**src/rtl/pbl_defs.svh**
```systemverilog
// register offsets, control and status bit positions, reset values and timing counts
`ifndef PBL_DEFS_SVH
`define PBL_DEFS_SVH

`define PBL_OFF_CTRL       32'hFFFF0780
`define PBL_OFF_STATUS     32'hFFFF0784
`define PBL_OFF_SYNC_TMR   32'hFFFF0788
`define PBL_OFF_WIDTH_TMR  32'hFFFF078C
`define PBL_OFF_FRAME_CHK  32'hFFFF0790
`define PBL_OFF_CAPTURE    32'hFFFF0794
`define PBL_OFF_COMPARE    32'hFFFF0798

`define PBL_CTL_WAKE_EN    3
`define PBL_CTL_CMP_EN     5
`define PBL_CTL_LINK_MODE  6
`define PBL_CTL_WIDTH_EN   8
`define PBL_CTL_DRIVE_LOW  12
`define PBL_CTL_AUTO_REL   13

`define PBL_STA_WAKE       0
`define PBL_STA_WIDTH_DONE 1
`define PBL_STA_CMP        3
`define PBL_STA_CLASS_LO   4

`define PBL_RST_CTRL       16'h0000
`define PBL_RST_CAPTURE    16'h0000
`define PBL_RST_COMPARE    16'h0000

// main clock, sync timer clock, low-power oscillator and link bit rate, in Hz
`define PBL_MCLK_HZ        50000000
`define PBL_SYNC_HZ        5000000
`define PBL_LPOSC_HZ       131000
`define PBL_BIT_RATE       1200
`define PBL_SYNC_DIV       (`PBL_MCLK_HZ / `PBL_SYNC_HZ)
// low-pulse class limits in sixteenths of a bit period
`define PBL_SYNC_MAX_16TH  4
`define PBL_ZERO_MAX_16TH  9
`define PBL_ONE_MAX_16TH   15

`endif

```
**src/rtl/pbl_pkg.sv**
```systemverilog
// types shared by the pulse-width link timing assist
`default_nettype none

package pbl_pkg;

  // class of the last measured low pulse
  typedef enum logic [1:0] {
    PBL_BIT_SYNC    = 2'h0,
    PBL_BIT_ZERO    = 2'h1,
    PBL_BIT_ONE     = 2'h2,
    PBL_BIT_INVALID = 2'h3
  } pbl_bit_class_t;

  // state of the low-pulse width timer
  typedef enum logic [0:0] {
    PBL_WT_IDLE,
    PBL_WT_RUN
  } pbl_wt_state_t;

endpackage : pbl_pkg

`default_nettype wire

```
**src/rtl/pbl_low_pulse_timer.sv**
```systemverilog
// low-pulse width timer clocked by mclk, counting ticks of the low-power oscillator
`default_nettype none

module pbl_low_pulse_timer #(
  parameter int WIDTH = 16
) (
  input  wire logic             mclk,
  input  wire logic             reset,
  input  wire logic             enable,
  input  wire logic             fall,
  input  wire logic             rise,
  input  wire logic             osc_tick,
  output logic [WIDTH-1:0]      count_reg,
  output logic                  done,
  output logic                  running
);

  pbl_pkg::pbl_wt_state_t state_reg;

  //////////////////////////////////////////////////////////////////////////////
  // clear and start on falling edge, stop on rising edge
  always_ff @(posedge mclk)
  begin
    if (reset)
      state_reg <= pbl_pkg::PBL_WT_IDLE;
    else if (!enable)
      state_reg <= pbl_pkg::PBL_WT_IDLE;
    else
      case (state_reg)
        pbl_pkg::PBL_WT_IDLE: if (fall) state_reg <= pbl_pkg::PBL_WT_RUN;
        pbl_pkg::PBL_WT_RUN:  if (rise) state_reg <= pbl_pkg::PBL_WT_IDLE;
        default:              state_reg <= pbl_pkg::PBL_WT_IDLE;
      endcase
  end

  // count oscillator ticks while the line is low
  always_ff @(posedge mclk)
  begin
    if (reset)
      count_reg <= '0;
    else if (enable && fall && state_reg == pbl_pkg::PBL_WT_IDLE)
      count_reg <= '0;
    else if (state_reg == pbl_pkg::PBL_WT_RUN && osc_tick && count_reg != '1)
      count_reg <= count_reg + 1'b1;
  end

  // completion pulse and running level
  assign done    = enable && rise && state_reg == pbl_pkg::PBL_WT_RUN;
  assign running = state_reg == pbl_pkg::PBL_WT_RUN;

endmodule : pbl_low_pulse_timer

`default_nettype wire

```
**src/rtl/pbl_link_assist.sv**
```systemverilog
// timing assist for the pulse-width coded single-wire link, slave node side
`include "pbl_defs.svh"
`default_nettype none

// What this block does
// - sync timer free-runs at 5 MHz in link mode
// - falling edge copies sync timer into capture
// - control bit 6 enables link mode features
// - compare enabled and match sets status bit 3
// - width timer clears on fall, stops on rise
// - width timer counts low-power oscillator ticks
// - sync one unit, zero three, one six
// - slave pulls low before sync time, holds
// - frame field order pause through acknowledge
// - pause is three or more sync pulses
// - direction zero master, one slave request
// - register address bit 3 selects write
// - header parity is odd parity of eight bits
// - payload parity is odd parity of data
// - master read: slave returns data, parity, ack
// - slave always sends acknowledge, zero on success
// - start-condition enable wakes core on falling edge
// - link runs 1200 bps, 19-bit frames
module pbl_link_assist #(
  parameter int TMR_W = 16
) (
  input  wire logic              mclk,
  input  wire logic              reset,
  input  wire logic [31:0]       reg_addr,
  input  wire logic [31:0]       reg_wdata,
  input  wire logic              reg_wr,
  input  wire logic              reg_rd,
  output logic [31:0]            reg_rdata,
  input  wire logic              bus_in,
  output logic                   bus_out,
  output logic                   bus_oe_n,
  input  wire logic              lp_osc,
  output logic                   cmp_irq,
  output logic                   width_irq,
  output logic                   wake_irq
);

  localparam logic [3:0] SYNC_DIV_LAST = 4'(`PBL_SYNC_DIV - 1);
  // class limits in oscillator ticks of one sixteenth bit period
  localparam int UNIT16 = `PBL_LPOSC_HZ / (16 * `PBL_BIT_RATE);
  localparam logic [TMR_W-1:0] SYNC_MAX = TMR_W'(`PBL_SYNC_MAX_16TH * UNIT16);
  localparam logic [TMR_W-1:0] ZERO_MAX = TMR_W'(`PBL_ZERO_MAX_16TH * UNIT16);
  localparam logic [TMR_W-1:0] ONE_MAX  = TMR_W'(`PBL_ONE_MAX_16TH * UNIT16);

  // odd parity of a byte: one when the count of ones is odd
  function automatic logic odd_parity(input logic [7:0] v);
    odd_parity = ^v;
  endfunction : odd_parity

  logic [15:0]       ctrl_reg;
  logic [5:0]        status_reg;
  logic [TMR_W-1:0]  timer_reg;
  logic [TMR_W-1:0]  capture_reg;
  logic [TMR_W-1:0]  compare_reg;
  logic [15:0]       frame_reg;
  logic [3:0]        div_reg;
  logic              tick_q_reg;
  logic [2:0]        bus_sync_reg;
  logic [2:0]        osc_sync_reg;
  logic [31:0]       rdata_next;
  logic [TMR_W-1:0]  width_count;
  logic              width_done;
  logic              width_running;
  logic              link_mode;
  logic              sync_tick;
  logic              bus_fall;
  logic              bus_rise;
  logic              osc_tick;
  logic              cmp_hit;
  logic              wr_status;
  pbl_pkg::pbl_bit_class_t class_next;

  assign link_mode = ctrl_reg[`PBL_CTL_LINK_MODE];

  ////////////////////////////////////////////////////////////////////////////////
  // two-stage synchronisers for bus line and oscillator, third stage for edges
  always_ff @(posedge mclk)
  begin
    if (reset)
    begin
      bus_sync_reg <= 3'h7;
      osc_sync_reg <= 3'h0;
    end
    else
    begin
      bus_sync_reg <= {bus_sync_reg[1:0], bus_in};
      osc_sync_reg <= {osc_sync_reg[1:0], lp_osc};
    end
  end

  // edges seen only after the second stage
  assign bus_fall = bus_sync_reg[2] && !bus_sync_reg[1];
  assign bus_rise = !bus_sync_reg[2] && bus_sync_reg[1];
  assign osc_tick = !osc_sync_reg[2] && osc_sync_reg[1];

  ////////////////////////////////////////////////////////////////////////////////
  // 5 MHz prescaler, free-running
  always_ff @(posedge mclk)
  begin
    if (reset)
      div_reg <= 4'h0;
    else if (div_reg == SYNC_DIV_LAST)
      div_reg <= 4'h0;
    else
      div_reg <= div_reg + 4'h1;
  end

  assign sync_tick = div_reg == SYNC_DIV_LAST;

  // sync timer runs without stopping in link mode and wraps
  always_ff @(posedge mclk)
  begin
    if (reset)
      timer_reg <= '0;
    else if (link_mode && sync_tick)
      timer_reg <= timer_reg + 1'b1;
  end

  // marks the cycle right after the timer advanced
  always_ff @(posedge mclk)
  begin
    if (reset)
      tick_q_reg <= 1'b0;
    else
      tick_q_reg <= link_mode && sync_tick;
  end

  // capture of the sync timer on each falling edge in link mode
  always_ff @(posedge mclk)
  begin
    if (reset)
      capture_reg <= TMR_W'(`PBL_RST_CAPTURE);
    else if (link_mode && bus_fall)
      capture_reg <= timer_reg;
  end

  // full-width equality once per timer step
  assign cmp_hit = link_mode && ctrl_reg[`PBL_CTL_CMP_EN] && tick_q_reg
                   && timer_reg == compare_reg;

  ////////////////////////////////////////////////////////////////////////////////
  // low-pulse width measurement
  pbl_low_pulse_timer #(
    .WIDTH (TMR_W)
  ) u_width (
    .mclk      (mclk),
    .reset     (reset),
    .enable    (link_mode && ctrl_reg[`PBL_CTL_WIDTH_EN]),
    .fall      (bus_fall),
    .rise      (bus_rise),
    .osc_tick  (osc_tick),
    .count_reg (width_count),
    .done      (width_done),
    .running   (width_running)
  );

  // classify the finished pulse into sync, zero, one or invalid
  always_comb
  begin
    if (width_count <= SYNC_MAX)
      class_next = pbl_pkg::PBL_BIT_SYNC;
    else if (width_count <= ZERO_MAX)
      class_next = pbl_pkg::PBL_BIT_ZERO;
    else if (width_count <= ONE_MAX)
      class_next = pbl_pkg::PBL_BIT_ONE;
    else
      class_next = pbl_pkg::PBL_BIT_INVALID;
  end

  ////////////////////////////////////////////////////////////////////////////////
  // control register, drive bit is released by hardware on compare if asked
  always_ff @(posedge mclk)
  begin
    if (reset)
      ctrl_reg <= `PBL_RST_CTRL;
    else if (reg_wr && reg_addr == `PBL_OFF_CTRL)
      ctrl_reg <= reg_wdata[15:0];
    else if (cmp_hit && ctrl_reg[`PBL_CTL_AUTO_REL])
      ctrl_reg[`PBL_CTL_DRIVE_LOW] <= 1'b0;
  end

  // compare register and frame check scratch
  always_ff @(posedge mclk)
  begin
    if (reset)
    begin
      compare_reg <= TMR_W'(`PBL_RST_COMPARE);
      frame_reg   <= 16'h0000;
    end
    else if (reg_wr && reg_addr == `PBL_OFF_COMPARE)
      compare_reg <= reg_wdata[TMR_W-1:0];
    else if (reg_wr && reg_addr == `PBL_OFF_FRAME_CHK)
      frame_reg <= reg_wdata[15:0];
  end

  // sticky status, write one to clear, a new event wins over the clear
  assign wr_status = reg_wr && reg_addr == `PBL_OFF_STATUS;

  always_ff @(posedge mclk)
  begin
    if (reset)
      status_reg <= 6'h00;
    else
    begin
      if (ctrl_reg[`PBL_CTL_WAKE_EN] && bus_fall)
        status_reg[`PBL_STA_WAKE] <= 1'b1;
      else if (wr_status && reg_wdata[`PBL_STA_WAKE])
        status_reg[`PBL_STA_WAKE] <= 1'b0;
      if (width_done)
        status_reg[`PBL_STA_WIDTH_DONE] <= 1'b1;
      else if (wr_status && reg_wdata[`PBL_STA_WIDTH_DONE])
        status_reg[`PBL_STA_WIDTH_DONE] <= 1'b0;
      if (cmp_hit)
        status_reg[`PBL_STA_CMP] <= 1'b1;
      else if (wr_status && reg_wdata[`PBL_STA_CMP])
        status_reg[`PBL_STA_CMP] <= 1'b0;
      if (width_done)
        status_reg[`PBL_STA_CLASS_LO +: 2] <= class_next;
      status_reg[2] <= 1'b0;
    end
  end

  ////////////////////////////////////////////////////////////////////////////////
  // read mux, unmapped addresses read zero
  always_comb
  begin
    rdata_next = 32'h0000_0000;
    case (reg_addr)
      `PBL_OFF_CTRL:      rdata_next[15:0] = ctrl_reg;
      `PBL_OFF_STATUS:    rdata_next[5:0] = status_reg;
      `PBL_OFF_SYNC_TMR:  rdata_next[TMR_W-1:0] = timer_reg;
      `PBL_OFF_WIDTH_TMR: rdata_next[TMR_W-1:0] = width_count;
      `PBL_OFF_FRAME_CHK: rdata_next[17:0] = {odd_parity(frame_reg[15:8]),
                                              odd_parity(frame_reg[7:0]),
                                              frame_reg};
      `PBL_OFF_CAPTURE:   rdata_next[TMR_W-1:0] = capture_reg;
      `PBL_OFF_COMPARE:   rdata_next[TMR_W-1:0] = compare_reg;
      default:            rdata_next = 32'h0000_0000;
    endcase
  end

  // read data stand for exactly the cycle after the strobe
  always_ff @(posedge mclk)
  begin
    if (reset)
      reg_rdata <= 32'h0000_0000;
    else if (reg_rd)
      reg_rdata <= rdata_next;
    else
      reg_rdata <= 32'h0000_0000;
  end

  ////////////////////////////////////////////////////////////////////////////////
  // open-drain line driver under software control, also used for the acknowledge
  assign bus_out  = 1'b0;
  assign bus_oe_n = !ctrl_reg[`PBL_CTL_DRIVE_LOW];

  // interrupt request levels straight from sticky status
  assign cmp_irq   = status_reg[`PBL_STA_CMP];
  assign width_irq = status_reg[`PBL_STA_WIDTH_DONE];
  assign wake_irq  = status_reg[`PBL_STA_WAKE];

  ////////////////////////////////////////////////////////////////////////////////
  // checks
  property p_prescale;
    @(posedge mclk) disable iff (reset)
    sync_tick |=> !sync_tick [*8] ##1 !sync_tick ##1 sync_tick;
  endproperty
  a_prescale: assert property (p_prescale) else $error("sync tick not every ten cycles");

  property p_timer_step;
    @(posedge mclk) disable iff (reset)
    link_mode && sync_tick |=> timer_reg == TMR_W'($past(timer_reg) + 1'b1);
  endproperty
  a_timer_step: assert property (p_timer_step) else $error("sync timer did not step");

  property p_timer_hold;
    @(posedge mclk) disable iff (reset)
    !link_mode |=> $stable(timer_reg);
  endproperty
  a_timer_hold: assert property (p_timer_hold) else $error("sync timer moved outside link mode");

  property p_capture;
    @(posedge mclk) disable iff (reset)
    link_mode && bus_fall |=> capture_reg == $past(timer_reg);
  endproperty
  a_capture: assert property (p_capture) else $error("capture missed falling edge");

  property p_cmp_set;
    @(posedge mclk) disable iff (reset)
    link_mode && ctrl_reg[`PBL_CTL_CMP_EN] && tick_q_reg && timer_reg == compare_reg
      |=> status_reg[`PBL_STA_CMP] && cmp_irq;
  endproperty
  a_cmp_set: assert property (p_cmp_set) else $error("compare match not flagged");

  property p_cmp_quiet;
    @(posedge mclk) disable iff (reset)
    !ctrl_reg[`PBL_CTL_CMP_EN] && !status_reg[`PBL_STA_CMP] |=> !status_reg[`PBL_STA_CMP];
  endproperty
  a_cmp_quiet: assert property (p_cmp_quiet) else $error("compare flag without enable");

  property p_width_clear;
    @(posedge mclk) disable iff (reset)
    link_mode && ctrl_reg[`PBL_CTL_WIDTH_EN] && bus_fall && !width_running
      |=> width_count == '0 && width_running;
  endproperty
  a_width_clear: assert property (p_width_clear) else $error("width timer not restarted");

  property p_width_done;
    @(posedge mclk) disable iff (reset)
    link_mode && ctrl_reg[`PBL_CTL_WIDTH_EN] && bus_rise && width_running
      |=> status_reg[`PBL_STA_WIDTH_DONE] && !width_running ##1 $stable(width_count);
  endproperty
  a_width_done: assert property (p_width_done) else $error("width timer did not stop");

  property p_wake;
    @(posedge mclk) disable iff (reset)
    ctrl_reg[`PBL_CTL_WAKE_EN] && bus_fall |=> wake_irq;
  endproperty
  a_wake: assert property (p_wake) else $error("start condition not flagged");

  property p_release;
    @(posedge mclk) disable iff (reset)
    cmp_hit && ctrl_reg[`PBL_CTL_AUTO_REL] && !reg_wr |=> bus_oe_n;
  endproperty
  a_release: assert property (p_release) else $error("line not released on compare");

  property p_rd_capture;
    @(posedge mclk) disable iff (reset)
    reg_rd && reg_addr == `PBL_OFF_CAPTURE |=> reg_rdata == {16'h0000, $past(capture_reg)};
  endproperty
  a_rd_capture: assert property (p_rd_capture) else $error("capture read data wrong");

  c_capture: cover property (@(posedge mclk) disable iff (reset) link_mode && bus_fall);
  c_compare: cover property (@(posedge mclk) disable iff (reset) cmp_hit);
  c_width:   cover property (@(posedge mclk) disable iff (reset) width_done);
  c_wake:    cover property (@(posedge mclk) disable iff (reset) ctrl_reg[`PBL_CTL_WAKE_EN] && bus_fall);

endmodule : pbl_link_assist

`default_nettype wire

```
**config.mk**
```make
export PLATFORM = sky130hd
export DESIGN_NAME = pbl_link_assist
export DESIGN_NICKNAME = d
export VERILOG_FILES = /design/src/rtl/pbl_pkg.sv /design/src/rtl/pbl_low_pulse_timer.sv /design/src/rtl/pbl_link_assist.sv
export VERILOG_INCLUDE_DIRS = /design/src /design/src/rtl
export SDC_FILE = /design/constraint.sdc
export NUM_CORES = 1
export LEC_CHECK = 0
export BUFFER_PORTS_ARGS = -buffer_cell sky130_fd_sc_hd__buf_2
export CAP_MARGIN = 20
export CORE_ASPECT_RATIO = 0.6
export CORE_MARGIN = 2
export CORE_UTILIZATION = 35
export DETAILED_ROUTE_END_ITERATION = 12
export PLACE_DENSITY = 0.54
export SYNTH_ARGS = -nofsm -noshare
export SYNTH_HDL_FRONTEND = slang
export SYNTH_SLANG_ARGS = --single-unit
```
**constraint.sdc**
```tcl
create_clock -name mclk -period 6 [get_ports mclk]
set_clock_uncertainty 0.2 [all_clocks]
set_input_delay 0 -clock mclk [delete_from_list [all_inputs] [get_ports mclk]]
set_output_delay 0 -clock mclk [all_outputs]
set_load 0.05 [all_outputs]
```
Word level (Yosys, flattened, before mapping)

Cells that the tools add are included.

Reductions and logical operators: 40
Add/subtract/negate cells: 3
Mux-type cells: 16
Equal/unequal tests: 10
Bitwise operators: 5
Order comparisons: 3

Operator list:

| cell                    | count |
|---|---|
| $eq A32 B32 Y1 const B  | 7 |
| $pmux W10 S6            | 1 |
| $pmux W6 S7             | 1 |
| $add A16 B1 Y16 const B | 2 |
| $logic_and A1 B1 Y1     | 24 |
| $eq A16 B16 Y1          | 1 |
| $le A16 B5 Y1 const B   | 1 |
| $le A16 B6 Y1 const B   | 1 |
| $le A16 B7 Y1 const B   | 1 |
| $ne A16 B16 Y1 const B  | 1 |
| $reduce_xor A8 Y1       | 2 |
| $mux W1                 | 11 |
| $reduce_bool A2 Y1      | 4 |
| $reduce_or A2 Y1        | 4 |
| $not A1 Y1              | 5 |
| $add A4 B1 Y4 const B   | 1 |
| $eq A4 B4 Y1 const B    | 1 |
| $logic_not A1 Y1        | 4 |
| $mux W2                 | 2 |
| $reduce_or A3 Y1        | 1 |
| $pmux W1 S2             | 1 |
| $reduce_and A2 Y1       | 1 |

Register bits: 146
Logic and storage cells: 97
Input port bits: 70
Output and inout bits: 37

Logic depth before layout (Yosys ltp)

Depth after elaboration: 6
Gate-level depth with buffers: 8
Depth with buffers taken out: 7

Modules after synthesis

A second synthesis with hierarchy kept.

Cell total of the unflattened synthesis: 715
Area, all modules: 6256.0 sq um

Modules (own cells, without submodules):

| module              | area an instance (sq um) | cells each | sequential area each (sq um) | times used |
|---|---|---|---|---|
| pbl_link_assist     | 5318.9                   | 600        | 2282.2                       | 1 |
| pbl_low_pulse_timer | 937.1                    | 115        | 340.3                        | 1 |

Worst setup path before layout

Ideal clock, no wire load.

Path type: flip-flop to flip-flop
Start: register u_width.count_reg[0]
End: register u_width.count_reg[15]
Arrival: 1950 ps
Buffers on the path: 1
Setup time: 71 ps
Required time: 5729 ps
Cell stages (with the launch flop): 8
Setup slack: 3779 ps
Period minus slack after synthesis: 2221 ps
Cells stage by stage: dfxtp_1 ha_1 and4_1 and4_1 clkbuf_1 a21o_1 or4_1 a21oi_1

Cells in the longest elaborated chain, start to end: 2
Elaborated cells on any way between the ends: 3
Those cells by class: 1 x add/sub; 1 x eq/ne; 1 x reduce/logical

RTL lines:

| what                                                    | line                      | RTL |
|---|---|---|
| start: declaration                                      | pbl_low_pulse_timer.sv:13 | `output logic [WIDTH-1:0] count_reg,` |
| start signal: assignment                                | pbl_low_pulse_timer.sv:44 | `count_reg <= count_reg + 1'b1;` |
| branches (longest 2 deep; another with $add A16 B1 Y16) | n/a                       |  |

Several ways; the timed one is not identified.
A chain may end at the register's enable or synchronous reset.

Worst setup path after layout

Start: input port reg_addr[14]
End: register compare_reg[14]

Cells in the longest elaborated chain, start to end: 2

RTL lines:

| what                                 | line                   | RTL |
|---|---|---|
| start: declaration                   | pbl_link_assist.sv:29  | `input wire logic [31:0] reg_addr,` |
| $eq A32 B32 Y1                       | n/a                    |  |
| $logic_and A1 B1 Y1 (no source line) | n/a                    |  |
| end signal: assignment               | pbl_link_assist.sv:192 | `` compare_reg <= TMR_W'(`PBL_RST_COMPARE); `` |
| end signal: assignment               | pbl_link_assist.sv:196 | `compare_reg <= reg_wdata[TMR_W-1:0];` |
| end: declaration                     | pbl_link_assist.sv:59  | `logic [TMR_W-1:0] compare_reg;` |

Every way passes these cells.

==> results.sh <==
export IMPL_grt_pass1_vias=5198
export IMPL_slew_violations=0
export IMPL_cts_max_level=4
export IMPL_firstDrtPassIters=5
export IMPL_drive_above_1_share_pct=16.4
export IMPL_leakage_uw=0.00308
export IMPL_syn_area_mm2=0.00615
export IMPL_setup_tns_ns=0
export IMPL_wire_per_inst_um=18.0
export IMPL_nets=844
export IMPL_peakVddDrop_v=0.000188
export IMPL_cts_made_buffers=17
export IMPL_critPathLaunchType="input port"
export IMPL_first_iter_violations=558
export IMPL_vias_per_cell=5.32
export IMPL_grt_max_degree=72
export IMPL_slowest_delay_ns=0.61
export IMPL_synth_area_leaders="dfxtp_1 (43%), mux2i_1 (8.0%), xnor2_1 (5.6%)"
export IMPL_synthArstFlopShare_pct=0
export IMPL_clock_power_share_pct=51.4
export IMPL_area_delta_synth_final_pct=22.2
export IMPL_grt_setup_unrepaired="false"
export IMPL_start_util_pct=35.8
export IMPL_top_register="reg_rdata"
export IMPL_fin_crit_sh_pct=62.4
export IMPL_drc=0
export IMPL_cts_buffer_depth=2
export IMPL_clock_sinks=131
export IMPL_synth_top_area_cell="dfxtp_1"
export IMPL_grt_pass1_wl_um=28900
export IMPL_dieWidth_um=175
export IMPL_r2r_cells=6
export IMPL_hp_class="in -> reg"
export IMPL_drt_wl_total_um=18300
export IMPL_synth_top_cell_area_share_pct=42.6
export IMPL_pwr_share_comb_pct=5.1
export IMPL_clkTransAtPathRegs_ns=0.06
export IMPL_crit_path_end_kind="flop"
export IMPL_fill_cells=1687
export IMPL_drv_cap=0
export IMPL_die_height_um=107
export IMPL_antenna_found_initial=0
export IMPL_ios=107
export IMPL_critPathKind="in -> reg"
export IMPL_crit_top_cell="dlygate4sd3_1"
export IMPL_layout_min_cycle_time_ns=3.74
export IMPL_synth_cells=685
export IMPL_place_gp_congestion=0.815
export IMPL_postCtsSetupBuffers=0
export IMPL_hold_violations=0
export IMPL_setup_viol=0
export IMPL_path_max_fanout=16
export IMPL_crit_arrival_ns=3.84
export IMPL_critical_path_required_ns=6.10
export IMPL_cts_tree="yes"
export IMPL_synth_flop_cell="dfxtp_1"
export IMPL_critical_path_cell_chain="dlygate4sd3_1 -> buf_2 -> or4b_4 -> dlygate4sd3_1 -> nor4_4 -> nand4_4 -> mux2i_1 -> nor2_1 -> dlygate4sd3_1"
export IMPL_synth_warnings=0
export IMPL_p_int_uw=1570
export IMPL_synth_cell_types=53
export IMPL_ff_latch_area_mm2=0.00262
export IMPL_dp_hpwl_um=12400
export IMPL_p_per_area_mw_per_mm2=268
export IMPL_p_switching_uw=453
export IMPL_core_area_mm2=0.0172
export IMPL_cts_root_buf="clkbuf_16"
export IMPL_ant_nets=0
export IMPL_hold_depth=6
export IMPL_fp_row_count=37
export IMPL_sw_frac_of_total_pct=22.4
export IMPL_avgSynthCellArea_um2=8.98
export IMPL_dieArea_mm2=0.0187
export IMPL_rrSetupSlack_ns=3.37
export IMPL_via_count=5391
export IMPL_overflow=0
export IMPL_seqPwrFrac_pct=43.4
export IMPL_fmax_mhz=267
export IMPL_antenna_cells=0
export IMPL_ys_seq_area_share_pct=42.6
export IMPL_slew_headroom_pct=35.0
export IMPL_holdWs_ns=0.0239
export IMPL_synth_edf_count=0
export IMPL_largest_reg_flops=18
export IMPL_insertion_delay_ns=0.41
export IMPL_synth_seq_cells=131
export IMPL_track_usage_pct=20.2
export IMPL_worst_pin_slew_ns=0.973
export IMPL_io_buffers=75
export IMPL_outcome="complete, no violations"
export IMPL_cp_slowest_cell="dlygate4sd3_1"
export IMPL_multiInputGateArea_mm2=0.00325
-- repair_timing --
action / in CTS / in global routing
endpoints found under the setup margin: 0 / 0
hold endpoints to repair: 68 / 0
resized for setup: 0 / 0
hold buffers: 30 / 0
-- worst paths after layout --
kind / to / startpoint
min: status_reg[3]$_SDFFE_PP0P_ / reg_addr[26]
max reg2reg: timer_reg[15]$_SDFFE_PP0P_ / div_reg[0]$_SDFF_PP0_
min reg2reg: bus_sync_reg[1]$_SDFF_PP1_ / bus_sync_reg[0]$_SDFF_PP1_
max: compare_reg[14]$_SDFFE_PP0P_ / reg_addr[14]
-- stage by stage --
step	cells	instance area (um^2)	utilization (%)	worst slack (ns)	power, uW
after floorplan	699	6210	-	3.78	957
after global routing	1014	7520	43.8	2.13	2080
after detailed placement	954	6640	38.6	3.23	987
after CTS	1014	7520	43.8	2.32	2030
after global placement	954	6640	38.6	3.25	985
final	1014	7520	43.8	2.26	2020
-- power groups by stage --
stage | Clock (uW) | Sequential, uW | Combinational [uW]
2_1_floorplan | 0 | 894 | 63.0
3_3_place_gp | 0 | 894 | 90.2
3_5_place_dp | 0 | 895 | 92.2
4_1_cts | 1050 | 876 | 103
5_1_grt | 1090 | 876 | 112
6_report | 1040 | 876 | 104
-- synthesized netlist by cell type, types with 12 or more instances --
cell type  number
nand2_1        69
dfxtp_1       131
inv_1          12
a211oi_1       18
xor2_1         17
clkbuf_1       36
mux2i_1        49
xnor2_1        39
nor2_1         89
a22oi_1        16
buf_4          16
nand4_1        14
nand3_1        16
a21oi_1        32
-- worst max-delay path: cells and delay by family --
family	cells	cell delay [ns]
buffers and inverters	4	1.85
muxes	1	0.32
and+or+nand+nor	4	1.66
-- layout make-up --
type                       instances  share of cell area, %
tap                              234                   3.89
sequential                       131                   34.9
multi-input combinational        495                   43.2
inverter                          12                  0.599
timing repair buffer             112                   9.69
clock buffer                      20                   5.94
clock inverter                    10                   1.80
-- placed cells by master (no fill, tap or decap), types with 17 or more instances in the layout --
master / Yosys / layout
a211oi_1: 18 / 18
a21oi_1: 32 / 32
buf_2: 4 / 75
clkbuf_16: 0 / 17
dfxtp_1: 131 / 131
dlygate4sd3_1: 0 / 30
mux2i_1: 49 / 49
nand2_1: 69 / 69
nor2_1: 89 / 89
xnor2_1: 39 / 39
xor2_1: 17 / 17
-- metal layers --
layer	vias up	GRT usage [%]	wire [um]	share of wire, %
li1	2560	-	-	-
met1	2655	30.0	9350	51
met2	161	30.2	7740	42
met3	15	3.51	1050	5.8
met4	0	5.24	144	0.79
met5	-	0	0	0
-- logic make-up (layout without fill, tap and decap cells) --
group | Yosys count | count (layout) | share of synthesized area [%]
AOI/OAI and AO/OA | 117 | 117 | 13.5
xor gates and xnor gates | 56 | 56 | 7.97
adders and majority gates | 6 | 6 | 1.18
buffers and inverters | 73 | 154 | 5.88
DFF | 131 | 131 | 42.6
muxes | 55 | 55 | 9.07
other | 1 | 15 | 0.0609
and+or+nand+nor | 246 | 246 | 19.7
Power figures use the tool's default switching activity.
